$ cat config.mk
export PLATFORM = sky130hd
export DESIGN_NAME = ssc_sleep_control
export DESIGN_NICKNAME = d
export VERILOG_FILES = /design/src/rtl/ssc_pkg.sv /design/src/rtl/ssc_down_counter.sv /design/src/rtl/ssc_sleep_control.sv
export SDC_FILE = /design/constraint.sdc
export NUM_CORES = 1
export LEC_CHECK = 0
export BUFFER_PORTS_ARGS = -buffer_cell sky130_fd_sc_hd__buf_4
export CORE_AREA = 2 2 75 69
export CTS_BUF_LIST = sky130_fd_sc_hd__clkbuf_8
export CTS_CLUSTER_SIZE = 40
export DETAILED_ROUTE_END_ITERATION = 10
export DIE_AREA = 0 0 77 71
export PLACE_DENSITY_LB_ADDON = 0.15
export REMOVE_ABC_BUFFERS = 1
export SLEW_MARGIN = 20
export SYNTH_ARGS = -nofsm -noshare
export SYNTH_HDL_FRONTEND = slang
export SYNTH_SLANG_ARGS = --single-unit
export TNS_END_PERCENT = 20
$ cat constraint.sdc
create_clock -name clock -period 2.6 [get_ports clock]
set_input_delay 0 -clock clock [delete_from_list [all_inputs] [get_ports clock]]
set_output_delay 0 -clock clock [all_outputs]
set_load 0.005 [all_outputs]
$ cat src/rtl/ssc_pkg.sv
// Package of constants and types for the SRAM sleep mode control block
package ssc_pkg;

    // ------------------------------------------------------------
    // Timing
    // ------------------------------------------------------------
    localparam int CLOCK_PERIOD_PS = 8000;
    localparam int SLEEP_RECOVERY_TIME_PS = 20000;
    // Least time: round up, never below one cycle
    localparam int RECOVERY_CYCLES_RAW =
        (SLEEP_RECOVERY_TIME_PS + CLOCK_PERIOD_PS - 1) / CLOCK_PERIOD_PS;
    localparam int RECOVERY_CYCLES = (RECOVERY_CYCLES_RAW < 1) ? 1 : RECOVERY_CYCLES_RAW;
    localparam int ENTRY_DELAY_CYCLES = 2;
    localparam int COUNT_WIDTH = 8;

    // ------------------------------------------------------------
    // Reset values
    // ------------------------------------------------------------
    localparam logic RESET_ASLEEP = 1'b0;

    // ------------------------------------------------------------
    // Command encoding from the host
    // ------------------------------------------------------------
    typedef enum logic [1:0]
    {
        SSC_CMD_DESELECT = 2'h0,
        SSC_CMD_READ = 2'h1,
        SSC_CMD_WRITE = 2'h2
    } ssc_cmd_type;

    typedef enum logic [1:0]
    {
        SSC_AWAKE,
        SSC_ENTERING,
        SSC_ASLEEP,
        SSC_RECOVERING
    } ssc_state_type;

endpackage

$ cat src/rtl/ssc_down_counter.sv
// Loadable down counter with a terminal flag
`timescale 1ns/1ps
`default_nettype none

module ssc_down_counter
#(
    parameter int WIDTH = 8
)
(
    // Clock and reset
    input wire logic clock,
    input wire logic nrst,
    // Control
    input wire logic load,
    input wire logic [WIDTH-1:0] load_value,
    input wire logic enable,
    // Status
    output logic done
);

    logic [WIDTH-1:0] count;
    logic [WIDTH-1:0] next_count;

    always_comb
    begin
        next_count = count;
        if (load)
        begin
            next_count = load_value;
        end
        else if (enable && count != '0)
        begin
            next_count = count - WIDTH'(1);
        end
    end

    always_ff @(posedge clock or negedge nrst)
    begin
        if (!nrst)
        begin
            count <= '0;
        end
        else
        begin
            count <= next_count;
        end
    end

    assign done = (count == '0);

endmodule // ssc_down_counter

`default_nettype wire

$ cat src/rtl/ssc_sleep_control.sv
// Sleep mode control for a synchronous burst SRAM
`timescale 1ns/1ps
`default_nettype none

module ssc_sleep_control
    import ssc_pkg::*;
#(
    parameter int RECOVERY_COUNT = ssc_pkg::RECOVERY_CYCLES,
    parameter int DATA_WIDTH = 36
)
(
    // Clock and reset
    input wire logic clock,
    input wire logic nrst,
    // Sleep request from host
    input wire logic sleep_request,
    // Command from host
    input wire logic cmd_valid,
    input wire ssc_pkg::ssc_cmd_type cmd,
    input wire logic [DATA_WIDTH-1:0] read_data_in,
    // Gated command towards the memory core
    output logic core_cmd_valid,
    output ssc_pkg::ssc_cmd_type core_cmd,
    // Data output pins
    output logic [DATA_WIDTH-1:0] data_out,
    output logic data_out_enable_n,
    // Status
    output logic asleep,
    output logic recovering,
    output logic write_in_recovery
);

    import ssc_pkg::*;

    // ------------------------------------------------------------
    // Command decode
    // ------------------------------------------------------------
    // True for a valid command of the given kind
    function automatic logic cmd_is(input logic valid, input ssc_cmd_type code,
        input ssc_cmd_type kind);
        return valid && (code == kind);
    endfunction

    // ------------------------------------------------------------
    // Sleep state machine
    // ------------------------------------------------------------
    ssc_state_type state;
    ssc_state_type next_state;
    // Cycles left before sleep takes hold
    logic [1:0] entry_count;
    logic [1:0] next_entry_count;
    logic recovery_load;
    logic recovery_done;

    // Loaded on the edge that leaves sleep, counted down once per recovering
    // cycle; recovery ends on the edge after it reaches zero
    ssc_down_counter
    #(
        .WIDTH(COUNT_WIDTH)
    )
    u_recovery
    (
        .clock(clock),
        .nrst(nrst),
        .load(recovery_load),
        .load_value(COUNT_WIDTH'(RECOVERY_COUNT)),
        .enable(state == SSC_RECOVERING),
        .done(recovery_done)
    );

    always_comb
    begin
        next_state = state;
        next_entry_count = entry_count;
        recovery_load = 1'b0;
        case (state)
            SSC_AWAKE:
            begin
                if (sleep_request)
                begin
                    next_state = SSC_ENTERING;
                    next_entry_count = 2'(ENTRY_DELAY_CYCLES - 1);
                end
            end
            SSC_ENTERING:
            begin
                // Request withdrawn before sleep took hold
                if (!sleep_request)
                begin
                    next_state = SSC_AWAKE;
                end
                else if (entry_count == 2'h0)
                begin
                    next_state = SSC_ASLEEP;
                end
                else
                begin
                    next_entry_count = entry_count - 2'h1;
                end
            end
            SSC_ASLEEP:
            begin
                if (!sleep_request)
                begin
                    next_state = SSC_RECOVERING;
                    recovery_load = 1'b1;
                end
            end
            SSC_RECOVERING:
            begin
                // A new request during recovery needs no second entry delay
                if (sleep_request)
                begin
                    next_state = SSC_ASLEEP;
                end
                else if (recovery_done)
                begin
                    next_state = SSC_AWAKE;
                end
            end
            default:
            begin
                next_state = SSC_AWAKE;
            end
        endcase
    end

    always_ff @(posedge clock or negedge nrst)
    begin
        if (!nrst)
        begin
            state <= SSC_AWAKE;
            entry_count <= 2'h0;
        end
        else
        begin
            state <= next_state;
            entry_count <= next_entry_count;
        end
    end

    // ------------------------------------------------------------
    // Command gating and output drive
    // ------------------------------------------------------------
    logic next_core_cmd_valid;
    ssc_cmd_type next_core_cmd;
    logic [DATA_WIDTH-1:0] next_data_out;
    logic next_data_out_enable_n;
    logic next_asleep;
    logic next_recovering;
    logic next_write_in_recovery;
    logic sleeping;
    logic quiet;

    always_comb
    begin
        sleeping = (next_state == SSC_ASLEEP);
        // Commands sampled on the edge that leaves sleep are still ignored
        quiet = sleeping || (state == SSC_ASLEEP);
        next_asleep = sleeping;
        next_recovering = (next_state == SSC_RECOVERING);
        next_core_cmd_valid = cmd_valid;
        next_core_cmd = cmd;
        next_data_out = data_out;
        next_data_out_enable_n = 1'b1;
        next_write_in_recovery = 1'b0;
        if (quiet)
        begin
            next_core_cmd_valid = 1'b0;
            next_core_cmd = SSC_CMD_DESELECT;
            next_data_out = data_out;
            // A write lost to a request that returns in recovery is still flagged
            next_write_in_recovery = (state == SSC_RECOVERING)
                && cmd_is(cmd_valid, cmd, SSC_CMD_WRITE);
        end
        else if (state == SSC_RECOVERING && cmd_is(cmd_valid, cmd, SSC_CMD_WRITE))
        begin
            next_core_cmd_valid = 1'b0;
            next_core_cmd = SSC_CMD_DESELECT;
            next_write_in_recovery = 1'b1;
        end
        else if (cmd_is(cmd_valid, cmd, SSC_CMD_READ))
        begin
            next_data_out = read_data_in;
            next_data_out_enable_n = 1'b0;
        end
    end

    always_ff @(posedge clock or negedge nrst)
    begin
        if (!nrst)
        begin
            core_cmd_valid <= 1'b0;
            core_cmd <= SSC_CMD_DESELECT;
            data_out <= '0;
            data_out_enable_n <= 1'b1;
            asleep <= RESET_ASLEEP;
            recovering <= 1'b0;
            write_in_recovery <= 1'b0;
        end
        else
        begin
            core_cmd_valid <= next_core_cmd_valid;
            core_cmd <= next_core_cmd;
            data_out <= next_data_out;
            data_out_enable_n <= next_data_out_enable_n;
            asleep <= next_asleep;
            recovering <= next_recovering;
            write_in_recovery <= next_write_in_recovery;
        end
    end

endmodule // ssc_sleep_control

`default_nettype wire

Word level (Yosys, flattened, before mapping):

Cells that the tools add are included.
Widths: inputs -> output; s select.

* output and inout port bits: 43
* logic and storage cells: 61
* register bits: 55
* bits of input ports: 42

* muxes and demuxes: 24
* bitwise logic cells: 2
* reduce and logical (&&, ||, !) cells: 13
* eq/ne operators: 10
* add/sub/neg operators: 2

Operator list (count)
* $mux 2: 11
* $mux 8: 2
* $eq 2x2->1 const B: 5
* $mux 1: 9
* $logic_not 8->1: 1
* $pmux 2 s4: 1
* $reduce_bool 8->1: 1
* $sub 8x1->8 const B: 1
* $ne 2x2->1 const B: 3
* $eq 2x1->1 const B: 2
* $logic_and 1x1->1: 4
* $logic_not 2->1: 2
* $pmux 2 s2: 1
* $reduce_and 4->1: 1
* $reduce_bool 2->1: 2
* $reduce_and 3->1: 1
* $not 1->1: 2
* $sub 2x1->2 const B: 1
* $logic_or 1x1->1: 1

Logic depth before layout (Yosys ltp):

Gate-level depths: netlist of the first run.

* depth in word-level cells: 8
* mapped depth: 6
* mapped depth without buffers: 5

Cells and area by module:

Synthesis of the first run repeated with hierarchy kept, for this count alone.

* cells, all modules: 180
* area, all modules: 2506.2 µm²

By module, submodules not included
* ssc_sleep_control: cells each 122, area an instance 1978.1 µm², sequential area each 1177.4 µm², instances 1
* ssc_down_counter: cells each 58, area an instance 528.0 µm², sequential area each 200.2 µm², instances 1

Least setup slack after synthesis of the first run:

OpenSTA, ideal clock, no wires.

* path type: input to register
* start point: in sleep_request
* end point: reg data_out[0]
* path buffers: 1
* arrival time: 0.994 ns
* required time: 2.475 ns
* setup time: 0.125 ns
* stages: 4
* path slack: 1.481 ns
* path through: nand2b_1 > a21oi_4 > buf_4 > mux2_2

* longest elaborated chain between the ends: 6
* elaborated cells on any way between the ends: 9
* those cells by class: eq/ne (1); mux (5); bitwise (1); reduce/logical (2)

RTL lines
* from (decl): line ssc_sleep_control.sv:16 `input wire logic sleep_request,`
* $mux 2 (on tied branches)
* $pmux 2 s4 *: line ssc_sleep_control.sv:76 `case (state)`
* $eq 2x2->1 *: line ssc_sleep_control.sv:157 `sleeping = (next_state == SSC_ASLEEP);`
* $logic_or 1x1->1 *: line ssc_sleep_control.sv:159 `quiet = sleeping || (state == SSC_ASLEEP);`
* $not 1->1 (no source line) *
* $reduce_and 3->1 (no source line) *
* to (signal assigned): line ssc_sleep_control.sv:205 `data_out <= next_data_out;`
* to (decl): line ssc_sleep_control.sv:25 `output logic [DATA_WIDTH-1:0] data_out,`

Every way passes the cells marked *; elsewhere a longest branch is shown, timed or not.
A chain may end at the register's enable or synchronous reset.

Final worst setup path of the first run:

* start point: reg entry_count[0]
* end point: reg data_out[3]

* longest elaborated chain between the ends: 8

RTL lines
* from (decl): line ssc_sleep_control.sv:50 `logic [1:0] entry_count;`
* from (signal assigned): line ssc_sleep_control.sv:138 `entry_count <= next_entry_count;`
* $logic_not 2->1: line ssc_sleep_control.sv:92 `else if (entry_count == 2'h0)`
* $mux 2: line ssc_sleep_control.sv:92
* $mux 2: line ssc_sleep_control.sv:88 `if (!sleep_request)`
* $pmux 2 s4: line ssc_sleep_control.sv:76
* $eq 2x2->1: line ssc_sleep_control.sv:157
* $logic_or 1x1->1: line ssc_sleep_control.sv:159
* $not 1->1 (no source line)
* $reduce_and 3->1 (no source line)

No other way between the ends.

==> summary.md, run 1 <==
| Metric | Value |
|---|---|
| Crit path kind | reg2reg |
| Area of the multi-input gates | 855 um^2 |
| VDD IR max | 513 uV |
| DRC errors left | 0 |
| Cells after synthesis | 168 |
| Seq/Total Area, Yosys | 59.4% |
| GRT overflow | 0 |
| Fillers | 316 |
| Most frequent cells in the layout | 85 x buf_4, 54 x dfrtp_1, 40 x dlygate4sd3_1 |
| Hold Fails Final Rpt | 0 |
| Final setup violation count | 0 |
| N_diodes | 0 |
| P per Cell Area | 913 nW/um^2 |
| Slew headroom | 54.9% |
| Tmin final | 1920 ps |
| Final ANT Viol Nets | 0 |
| Nets@finish | 336 |
| Utilization after layout | 73.8% |
| GRT met1 Usage | 25.0% |
| H-tree levels | 2 |
| Vias after detailed routing | 1681 |
| Clk Latency, worst-skew pair | 300 ps |
| Synth cell types | 41 |
| WP data arrival | 2110 ps |
| FFs w/ async S/R, synth | 100% |
| Max Freq | 0.520 GHz |
| Post-synth EDFFs | 0 |
| Critical Path Source Type | flip-flop |
| # IOs | 85 |
| Gpl congestion | 0.731 |
| Yosys reg bits | 55 |
| Vias/cell | 4.70 |
| Share of layout cells above drive strength 1 | 46.4% |
| Commonest non-fill, non-tap cell in the layout | buf_4 |
| IO buf count | 84 |
| Hold_ws | 15.2 ps |
| Fin Setup TNS | 0 ps |
| Largest net degree at the start of global routing | 56 |
| Max-cap check violation count | 0 |
| GRT busiest layer | met2 |
| Tcrit/Tclk final | 74.0% |
| Initial antenna violation count | 0 |
| Pre-Repair DR Iteration Count | 4 |
| Crit path max fanout | 37 |
| Root Buffer | clkbuf_8 |
| Yosys warning total | 0 |
| DRT iter0 DRCs | 106 |
| Storage element area | 1380 um^2 |
| Mean Syn Cell Area | 13.8 um^2 |
| Wirelength per Cell | 13.8 um |
| Leakage | 1.71 nW |
| Min-Delay Path Class | in2reg |
| Vias in the first global route | 1694 |
| CTS tree | yes |
| CP required | 2790 ps |
| Met2 usage | 31.7% |
| Synth-to-Final Area Change | 50.9% |
| Clk sinks | 55 |
| GR Util met3 | 4.08% |
| Total GRT Usage | 18.9% |
| Chip height | 71 um |
| Outcome | finished, final reports clean |
| FF-to-FF setup slack | 680 ps |
| RSZ-0062 raised after global routing | false |
| Num CTS Buffers | 5 |
| Reg clk slew, reported paths | 90 ps |
| Initial Utilization | 48.9% |
| First-pass GRT wire length | 8180 um |
| Core ar. | 4740 um^2 |
| CTS max path bufs | 2 |
| Clock Skew | 10.4 ps |
| Crit path capture type | flip-flop |
| Die area | 5470 um^2 |
| Max-slew violation count | 0 |
| Mapped Area | 2320 um^2 |
| Slew at the pin closest to its max-slew limit | 676 ps |
| Placement row count | 24 |
| Total wire length | 4940 um |
| Die Wd | 77 um |
| Dpl hpwl | 3080 um |
| Most used DFF post-synth | dfrtp_1 |
==> registers in the layout, summed over array words and instances (netlist names) <==
register / flops
entry_count: 2
core_cmd: 2
core_cmd_valid: 1
state: 2
asleep: 1
data_out_enable_n: 1
data_out: 36
recovering: 1
u_recovery.count: 8
write_in_recovery: 1
==> kinds of logic after synthesis <==
family                   count (synthesis)  synth area share, %
buffers and inverters                   18                 3.78
AO/OA/AOI/OAI                           17                 6.26
adder cells (fa/ha/maj)                  2                 1.08
multiplexers                            44                 21.0
flip-flops                              55                 59.4
AND/OR/NAND/NOR                         32                 8.47
==> path summary, 6_finish.rpt <==
kind,depth (start not counted),endpoint,start
worst min-delay path,3,state[0],sleep_request
min in group asynchronous,2,data_out[8],nrst
worst max register to register,6,data_out[3],entry_count[0]
worst min register to register,1,entry_count[1],entry_count[1]
worst max-delay path,6,data_out[3],entry_count[0]
max in group asynchronous,2,u_recovery.count[5],nrst
==> critical path, cell delays in order (launching register included) <==
cell	delay (ps)
dfrtp_1	360
inv_1	60
ha_1	230
a21o_1	220
a21oi_4	110
buf_4	420
mux2_2	390
==> stage by stage <==
stage	worst slack, ps	area [um^2]	instances	power, mW
CTS	675	3500	358	3.22
global route	577	3500	358	3.42
detailed placement	682	2990	310	2.62
floorplan	586	2270	160	1.99
global placement	706	2990	310	2.59
finish	677	3500	358	3.20
==> routing by layer <==
| metal | share of wire, % | wire [um] |
|---|---|---|
| met5 | 0 | 0 |
| met4 | 1.7 | 85 |
| met3 | 4.0 | 199 |
| met2 | 50 | 2450 |
| met1 | 45 | 2200 |
==> cells in the mapped netlist (2+ instances only) <==
cell	count	area (um^2)
dfrtp_1	54	1350
mux2_2	38	428
inv_1	10	37.5
nand2_1	10	37.5
mux2i_1	6	60.1
buf_4	3	22.5
nor2_1	3	11.3
o211ai_1	3	22.5
a21oi_1	2	10.0
and3_1	2	12.5
clkbuf_1	2	7.51
ha_1	2	25.0
nand2b_1	2	12.5
nor4bb_1	2	20.0
o2111ai_1	2	17.5
o21ai_0	2	10.0
==> power by group <==
part | total (mW) | internal, mW | switching, mW
logic | 1.22 | 0.764 | 0.461
clock network | 0.549 | 0.284 | 0.265
registers | 1.42 | 1.21 | 0.215
total | 3.20 | 2.25 | 0.941
==> layout make-up <==
type	count	area share [%]
clock buffers	5	1.97
repair buffers	125	29.7
well taps	65	2.32
multi-input cells	95	24.4
inverters	10	1.07
flip-flops and latches	55	39.4
clock inverters	3	1.18
==> timing repair <==
| item | in CTS | in global routing |
|---|---|---|
| hold buffers | 40 | 0 |
| hold endpoints to repair | 94 | 0 |
| buffers inserted | 0 | 0 |
| resized for setup | 0 | 0 |
No activity file was read; power rests on OpenSTA's default activity.
==> run 2, diff against run 1 <==
clock period = 1.8 ns   (was 2.6 ns; I/O delays follow)
==> run 2 against run 1 <==
Hold slack improved by 9.3 ps. Design area rose by 4.8%. Global-route usage up 0.73 points. Wire length rose by 14%. Critical path depth down 1. Clock power is 21% higher. Total power rose by 46%. Sequential share of layout area is 1.8 points lower. Non-clock buffer count up 13. Maximum frequency is 8.3% higher. Core utilization up 3.5 points. First-iteration DRC count shrank 42%. Largest cell class unchanged. Largest power group unchanged. Highest routed layer unchanged.
==> summary.md, run 2 (synthesis results as in run 1) <==
| Metric | Value |
|---|---|
| Outcome | finished, final reports clean (unchanged) |
| Clock Skew | 7.94 ps (was 10.4 ps) |
| WP data arrival | 1970 ps (was 2110 ps) |
| Most frequent cells in the layout | 92 x buf_4, 54 x dfrtp_1, 40 x dlygate4sd3_1 (was 85 x buf_4, 54 x dfrtp_1, 40 x dlygate4sd3_1) |
| DR WL met3 | 176 um (was 199 um) |
| DRC errors left | 0 (unchanged) |
| Max-cap check violation count | 0 (unchanged) |
| CP Buf/Inv Count | 1 (was 2) |
| Clk Latency, worst-skew pair | 300 ps (about the same) |
| CP required | 2000 ps (was 2790 ps) |
| Commonest non-fill, non-tap cell in the layout | buf_4 (unchanged) |
| Vias in the first global route | 1754 (was 1694) |
| Min-Delay Path Class | in2reg (unchanged) |
| Biggest regs | data_out: 36 flops, u_recovery.count: 8 flops (unchanged) |
| Total wire length | 5650 um (was 4940 um) |
| Share of layout cells above drive strength 1 | 50.8% (was 46.4%) |
| First-pass GRT wire length | 8580 um (was 8180 um) |
| Crit path kind | reg2reg (unchanged) |
| Initial antenna violation count | 0 (unchanged) |
| Max Freq | 0.563 GHz (was 0.520 GHz) |
| # IOs | 85 (unchanged) |
| Metal-1 WL | 2510 um (was 2200 um) |
| Reg clk slew, reported paths | 90 ps (about the same) |
| CTS tree | yes (unchanged) |
| Vias/cell | 4.78 (was 4.70) |
| Largest net degree at the start of global routing | 56 (unchanged) |
| Critical-path top delay cell | or4b_4 (was buf_4) |
| Crit-path cells | inv_2 -> ha_2 -> or4b_4 -> o311a_4 -> nand2b_4 (was inv_1 -> ha_1 -> a21o_1 -> a21oi_4 -> buf_4 -> mux2_2) |
| Dpl hpwl | 3180 um (was 3080 um) |
| Placement row count | 24 (unchanged) |
| P per Cell Area | 1280 nW/um^2 (was 913 nW/um^2) |
| Tmin final | 1780 ps (was 1920 ps) |
| Total GRT Usage | 19.6% (was 18.9%) |
| Core ar. | 4740 um^2 (unchanged) |
| Leakage | 1.77 nW (was 1.71 nW) |
| DRT iter0 DRCs | 61 (was 106) |
| Max-slew violation count | 0 (unchanged) |
| Family with the most delay on the worst path | simple AND/OR/NAND/NOR gates (was buffers and inverters) |
| Final ANT Viol Nets | 0 (unchanged) |
| Nets@finish | 350 (was 336) |
| Pre-Repair DR Iteration Count | 4 (unchanged) |
| Gpl congestion | 0.757 (was 0.731) |
| Chip height | 71 um (unchanged) |
| IO buf count | 84 (unchanged) |
| Hold Fails Final Rpt | 0 (unchanged) |
| Initial Utilization | 48.9% (unchanged) |
| Utilization after layout | 77.3% (was 73.8%) |
| Vias after detailed routing | 1780 (was 1681) |
| Max reg flops | 36 (unchanged) |
| GRT overflow | 0 (unchanged) |
| Crit path capture type | flip-flop (unchanged) |
| N_diodes | 0 (unchanged) |
| Slew headroom | 55.4% (was 54.9%) |
| H-tree levels | 2 (unchanged) |
| Crit path max fanout | 5 (was 37) |
| Critical Path Source Type | flip-flop (unchanged) |
| Clk sinks | 55 (unchanged) |
| CTS max path bufs | 2 (unchanged) |
| Wirelength per Cell | 15.2 um (was 13.8 um) |
| Register name with the most flops | data_out (unchanged) |
| Root Buffer | clkbuf_8 (unchanged) |
| Die Wd | 77 um (unchanged) |
| Synth-to-Final Area Change | 58.0% (was 50.9%) |
| Die area | 5470 um^2 (unchanged) |
| Met2 Wirelength | 2900 um (was 2450 um) |
| Slew at the pin closest to its max-slew limit | 669 ps (was 676 ps) |
| Top sig layer | met4 (unchanged) |
| Fin Setup TNS | 0 ps (unchanged) |
| Tcrit/Tclk final | 98.6% (was 74.0%) |
| Num CTS Buffers | 5 (unchanged) |
| CP max stage delay | 510 ps (was 420 ps) |
| Final setup violation count | 0 (unchanged) |
| VDD IR max | 715 uV (was 513 uV) |
==> run 2: changes by cell type in the layout (fill, tap and decap cells not counted), sizes merged <==
cell and delta:
buf +11, or4b +1, clkinvlp +1, clkinv +1, inv -1, bufinv -1, clkbuf +2
==> run 2: worst reg2reg max path, stage by stage, from the launching register on <==
cell,delay [ps]
dfrtp_1,410
inv_2,70
ha_2,180
or4b_4,510
o311a_4,370
nand2b_4,130
==> run 2: repair_timing <==
action	4_1_cts	5_1_grt
resized for setup	1	5
setup buffers	0	4
cloned	0	5
endpoints found under the hold margin	94	0
hold buffers	40	0
endpoints found under the setup margin	1	42
pin swaps	0	4
==> run 2: metrics by stage <==
stage	total power [mW]	cells	worst slack, ps	hold slack, ps	instance area, um^2
floorplan	2.87	160	-214	-296	2270
global placement	3.78	315	51.7	89.7	3040
detailed placement	3.84	315	12.4	83.0	3040
CTS	4.58	363	6.08	11.7	3530
global route	4.99	372	-18.8	31.2	3670
finish	4.68	372	24.4	24.5	3670
==> run 2: area by class of cell <==
class	count	area [um^2]
Sequential cell	55	1380
Timing Repair Buffer	138	1200
Fill cell	292	1080
Multi-Input combinational cell	96	877
Tap cell	65	81.3
Clock buffer	5	68.8
Inverter	10	37.5
Clock inverter	3	20.0
==> run 2: final timing paths <==
kind / from / to / slack (ps) / cells past startpoint
setup / recovery: u_recovery.count[0] / state[0] / 20 / 5
hold / removal: sleep_request / asleep / 20 / 3
setup reg to reg: u_recovery.count[0] / state[0] / 20 / 5
hold reg to reg: entry_count[1] / entry_count[1] / 500 / 1
max in group asynchronous: nrst / data_out[20] / 1080 / 2
min in group asynchronous: nrst / data_out[8] / 270 / 2
==> run 2: metal layers <==
| layer | vias to the layer above | GRT usage (%) |
|---|---|---|
| li1 | 872 | - |
| met1 | 856 | 25.7 |
| met2 | 46 | 34.2 |
| met3 | 6 | 2.81 |
| met4 | 0 | 6.15 |
| met5 | - | 0 |
==> run 2: power by group <==
group	leakage (nW)	switching (mW)	total, mW	internal [mW]
Clock	0.0402	0.395	0.666	0.272
Sequential	0.676	0.310	2.05	1.74
Combinational	1.06	0.739	1.96	1.22
Total	1.77	1.44	4.68	3.23
==> run 3, diff against run 2 <==
GPL_TIMING_DRIVEN = 0   (was default)
==> run 3 against run 2 <==
Die area unchanged. Clock power up 42%. Non-clock buffer count decreased by 6. Critical path depth unchanged. Final cell count fell by 1.6%. Critical path type unchanged. Highest routed layer unchanged.
==> summary.md, run 3 (synthesis results as in run 1) <==
| Metric | Value |
|---|---|
| Max-slew violation count | 0 (unchanged) |
| Max-cap check violation count | 0 (unchanged) |
| WP data arrival | 1980 ps (was 1970 ps) |
| Outcome | finished, final reports clean (unchanged) |
| R2R depth | 5 (unchanged) |
| DRT iter0 DRCs | 63 (was 61) |
| Area of the multi-input gates | 887 um^2 (was 877 um^2) |
| CP max stage delay | 510 ps (about the same) |
| Wirelength per Cell | 14.9 um (was 15.2 um) |
| Crit path max fanout | 5 (unchanged) |
| Clk sinks | 55 (unchanged) |
| Fin Setup TNS | 0 ps (unchanged) |
| IO buf count | 84 (unchanged) |
| Tmin final | 1770 ps (was 1780 ps) |
| First-pass GRT wire length | 8410 um (was 8580 um) |
| DRC errors left | 0 (unchanged) |
| Clk Latency, worst-skew pair | 310 ps (was 300 ps) |
| GRT overflow | 0 (unchanged) |
| Core ar. | 4740 um^2 (unchanged) |
| Post-placement setup slack | -240 ps (was 12.4 ps) |
| Chip height | 71 um (unchanged) |
| H-tree levels | 2 (unchanged) |
| P per Cell Area | 1350 nW/um^2 (was 1280 nW/um^2) |
| Storage element area | 1380 um^2 (unchanged) |
| Max Freq | 0.564 GHz (was 0.563 GHz) |
| Launch point of the worst reg-to-reg path | u_recovery.count[0] (unchanged) |
| Crit-path cells | inv_2 -> ha_4 -> or4b_4 -> o311a_4 -> nand2b_4 (was inv_2 -> ha_2 -> or4b_4 -> o311a_4 -> nand2b_4) |
| Initial Utilization | 48.9% (unchanged) |
| Die area | 5470 um^2 (unchanged) |
| Biggest regs | data_out: 36 flops, u_recovery.count: 8 flops (unchanged) |
| Pre-Repair DR Iteration Count | 4 (unchanged) |
| Clock Skew | 7.93 ps (was 7.94 ps) |
| Slew at the pin closest to its max-slew limit | 675 ps (was 669 ps) |
| Critical Path Source Type | flip-flop (unchanged) |
| Family with the most delay on the worst path | simple AND/OR/NAND/NOR gates (unchanged) |
| Most frequent cells in the layout | 87 x buf_4, 54 x dfrtp_1, 41 x dlygate4sd3_1 (was 92 x buf_4, 54 x dfrtp_1, 40 x dlygate4sd3_1) |
| Share of layout cells above drive strength 1 | 49.2% (was 50.8%) |
| Hold Fails Final Rpt | 0 (unchanged) |
| Hold_ws | 259 ps (was 24.5 ps) |
| Tcrit/Tclk final | 98.5% (was 98.6%) |
| Total wire length | 5460 um (was 5650 um) |
| Total GRT Usage | 19.7% (was 19.6%) |
| CTS tree | yes (unchanged) |
| Min-Delay Path Class | in2async (was in2reg) |
| Max reg flops | 36 (unchanged) |
| Largest net degree at the start of global routing | 56 (unchanged) |
| Critical-path top delay cell | or4b_4 (unchanged) |
| Vias/cell | 5.00 (was 4.78) |
| Num CTS Buffers | 5 (unchanged) |
| CP Buf/Inv Count | 1 (unchanged) |
| Synth-to-Final Area Change | 56.9% (was 58.0%) |
| Dpl hpwl | 3170 um (was 3180 um) |
| Vias after detailed routing | 1829 (was 1780) |
| Crit path kind | reg2reg (unchanged) |
| Reg clk slew, reported paths | 100 ps (was 90 ps) |
| Commonest non-fill, non-tap cell in the layout | buf_4 (unchanged) |
| VDD IR max | 781 uV (was 715 uV) |
| Final worst slack | 26.3 ps (was 24.4 ps) |
| Placement row count | 24 (unchanged) |
| Vias in the first global route | 1793 (was 1754) |
| Slew headroom | 55.0% (was 55.4%) |
| Die Wd | 77 um (unchanged) |
| RSZ-0062 raised after global routing | true |
| Design area | 3640 um^2 (was 3670 um^2) |
| FF-to-FF setup slack | 30 ps (was 20 ps) |
| Layout Cells excl Fill | 366 (was 372) |
| Gpl congestion | 0.745 (was 0.757) |
| Area after DPL | 3010 um^2 (was 3040 um^2) |
| Nets@finish | 344 (was 350) |
| Leakage | 1.76 nW (was 1.77 nW) |
| Register name with the most flops | data_out (unchanged) |
| Final ANT Viol Nets | 0 (unchanged) |
| CTS max path bufs | 2 (unchanged) |
| N_diodes | 0 (unchanged) |
| Placed Cells | 310 (was 315) |
| Final setup violation count | 0 (unchanged) |
| # IOs | 85 (unchanged) |
| CP required | 2010 ps (was 2000 ps) |
| Capturing point of the worst reg2reg path | state[0] (unchanged) |
| Crit path capture type | flip-flop (unchanged) |
| Initial antenna violation count | 0 (unchanged) |
| Fillers | 304 (was 292) |
| Root Buffer | clkbuf_8 (unchanged) |
[run 3: power breakdown]
| part | total [mW] | switching [mW] | internal [mW] | leakage [nW] |
|---|---|---|---|---|
| registers | 2.06 | 0.317 | 1.74 | 0.676 |
| clock network | 0.949 | 0.398 | 0.550 | 0.0695 |
| logic | 1.89 | 0.719 | 1.17 | 1.02 |
[run 3: how the worst max path moves through the flow]
stage	startpoint	endpoint	slack (ps)	depth (start not counted)
finish	u_recovery.count[0]	state[0]	30	5
global route	u_recovery.count[0]	state[0]	-40	5
CTS	u_recovery.count[0]	state[0]	-30	5
detailed placement	entry_count[0]	data_out[22]	-240	6
global placement	entry_count[0]	data_out[17]	-540	5
floorplan	entry_count[0]	data_out[0]	-210	5
[run 3: worst reg2reg max path: stages (launching register included)]
cell,delay (ps)
dfrtp_1,410
inv_2,90
ha_4,150
or4b_4,510
o311a_4,380
nand2b_4,130
[run 3: repair_timing]
action	4_1_cts	5_1_grt
hold buffers	41	0
endpoints found under the hold margin	95	0
resized for setup	5	4
setup endpoints to repair	43	40
pin swaps	2	5
gates cloned	0	3
buffers inserted	2	2
[run 3: per-layer routing]
layer	vias up	global-route usage [%]	wire, um
met2	48	34.0	2790
met4	0	7.14	67
met1	911	24.8	2370
met5	-	0	0
met3	9	3.95	235
li1	861	-	-
[run 3: layout make-up]
type	count	area share (%)
inverter	10	1.03
clock buffer	5	1.89
clock inverter	3	1.75
timing repair buffer	132	30.8
sequential	55	37.9
tap	65	2.24
multi-input combinational	96	24.4
[run 3: through the flow]
stage	utilization, %	power, mW
after floorplan	-	2.87
after global placement	62.8	3.72
after detailed placement	63.4	3.79
after CTS	75.5	4.83
after global routing	76.7	5.19
final	76.7	4.90
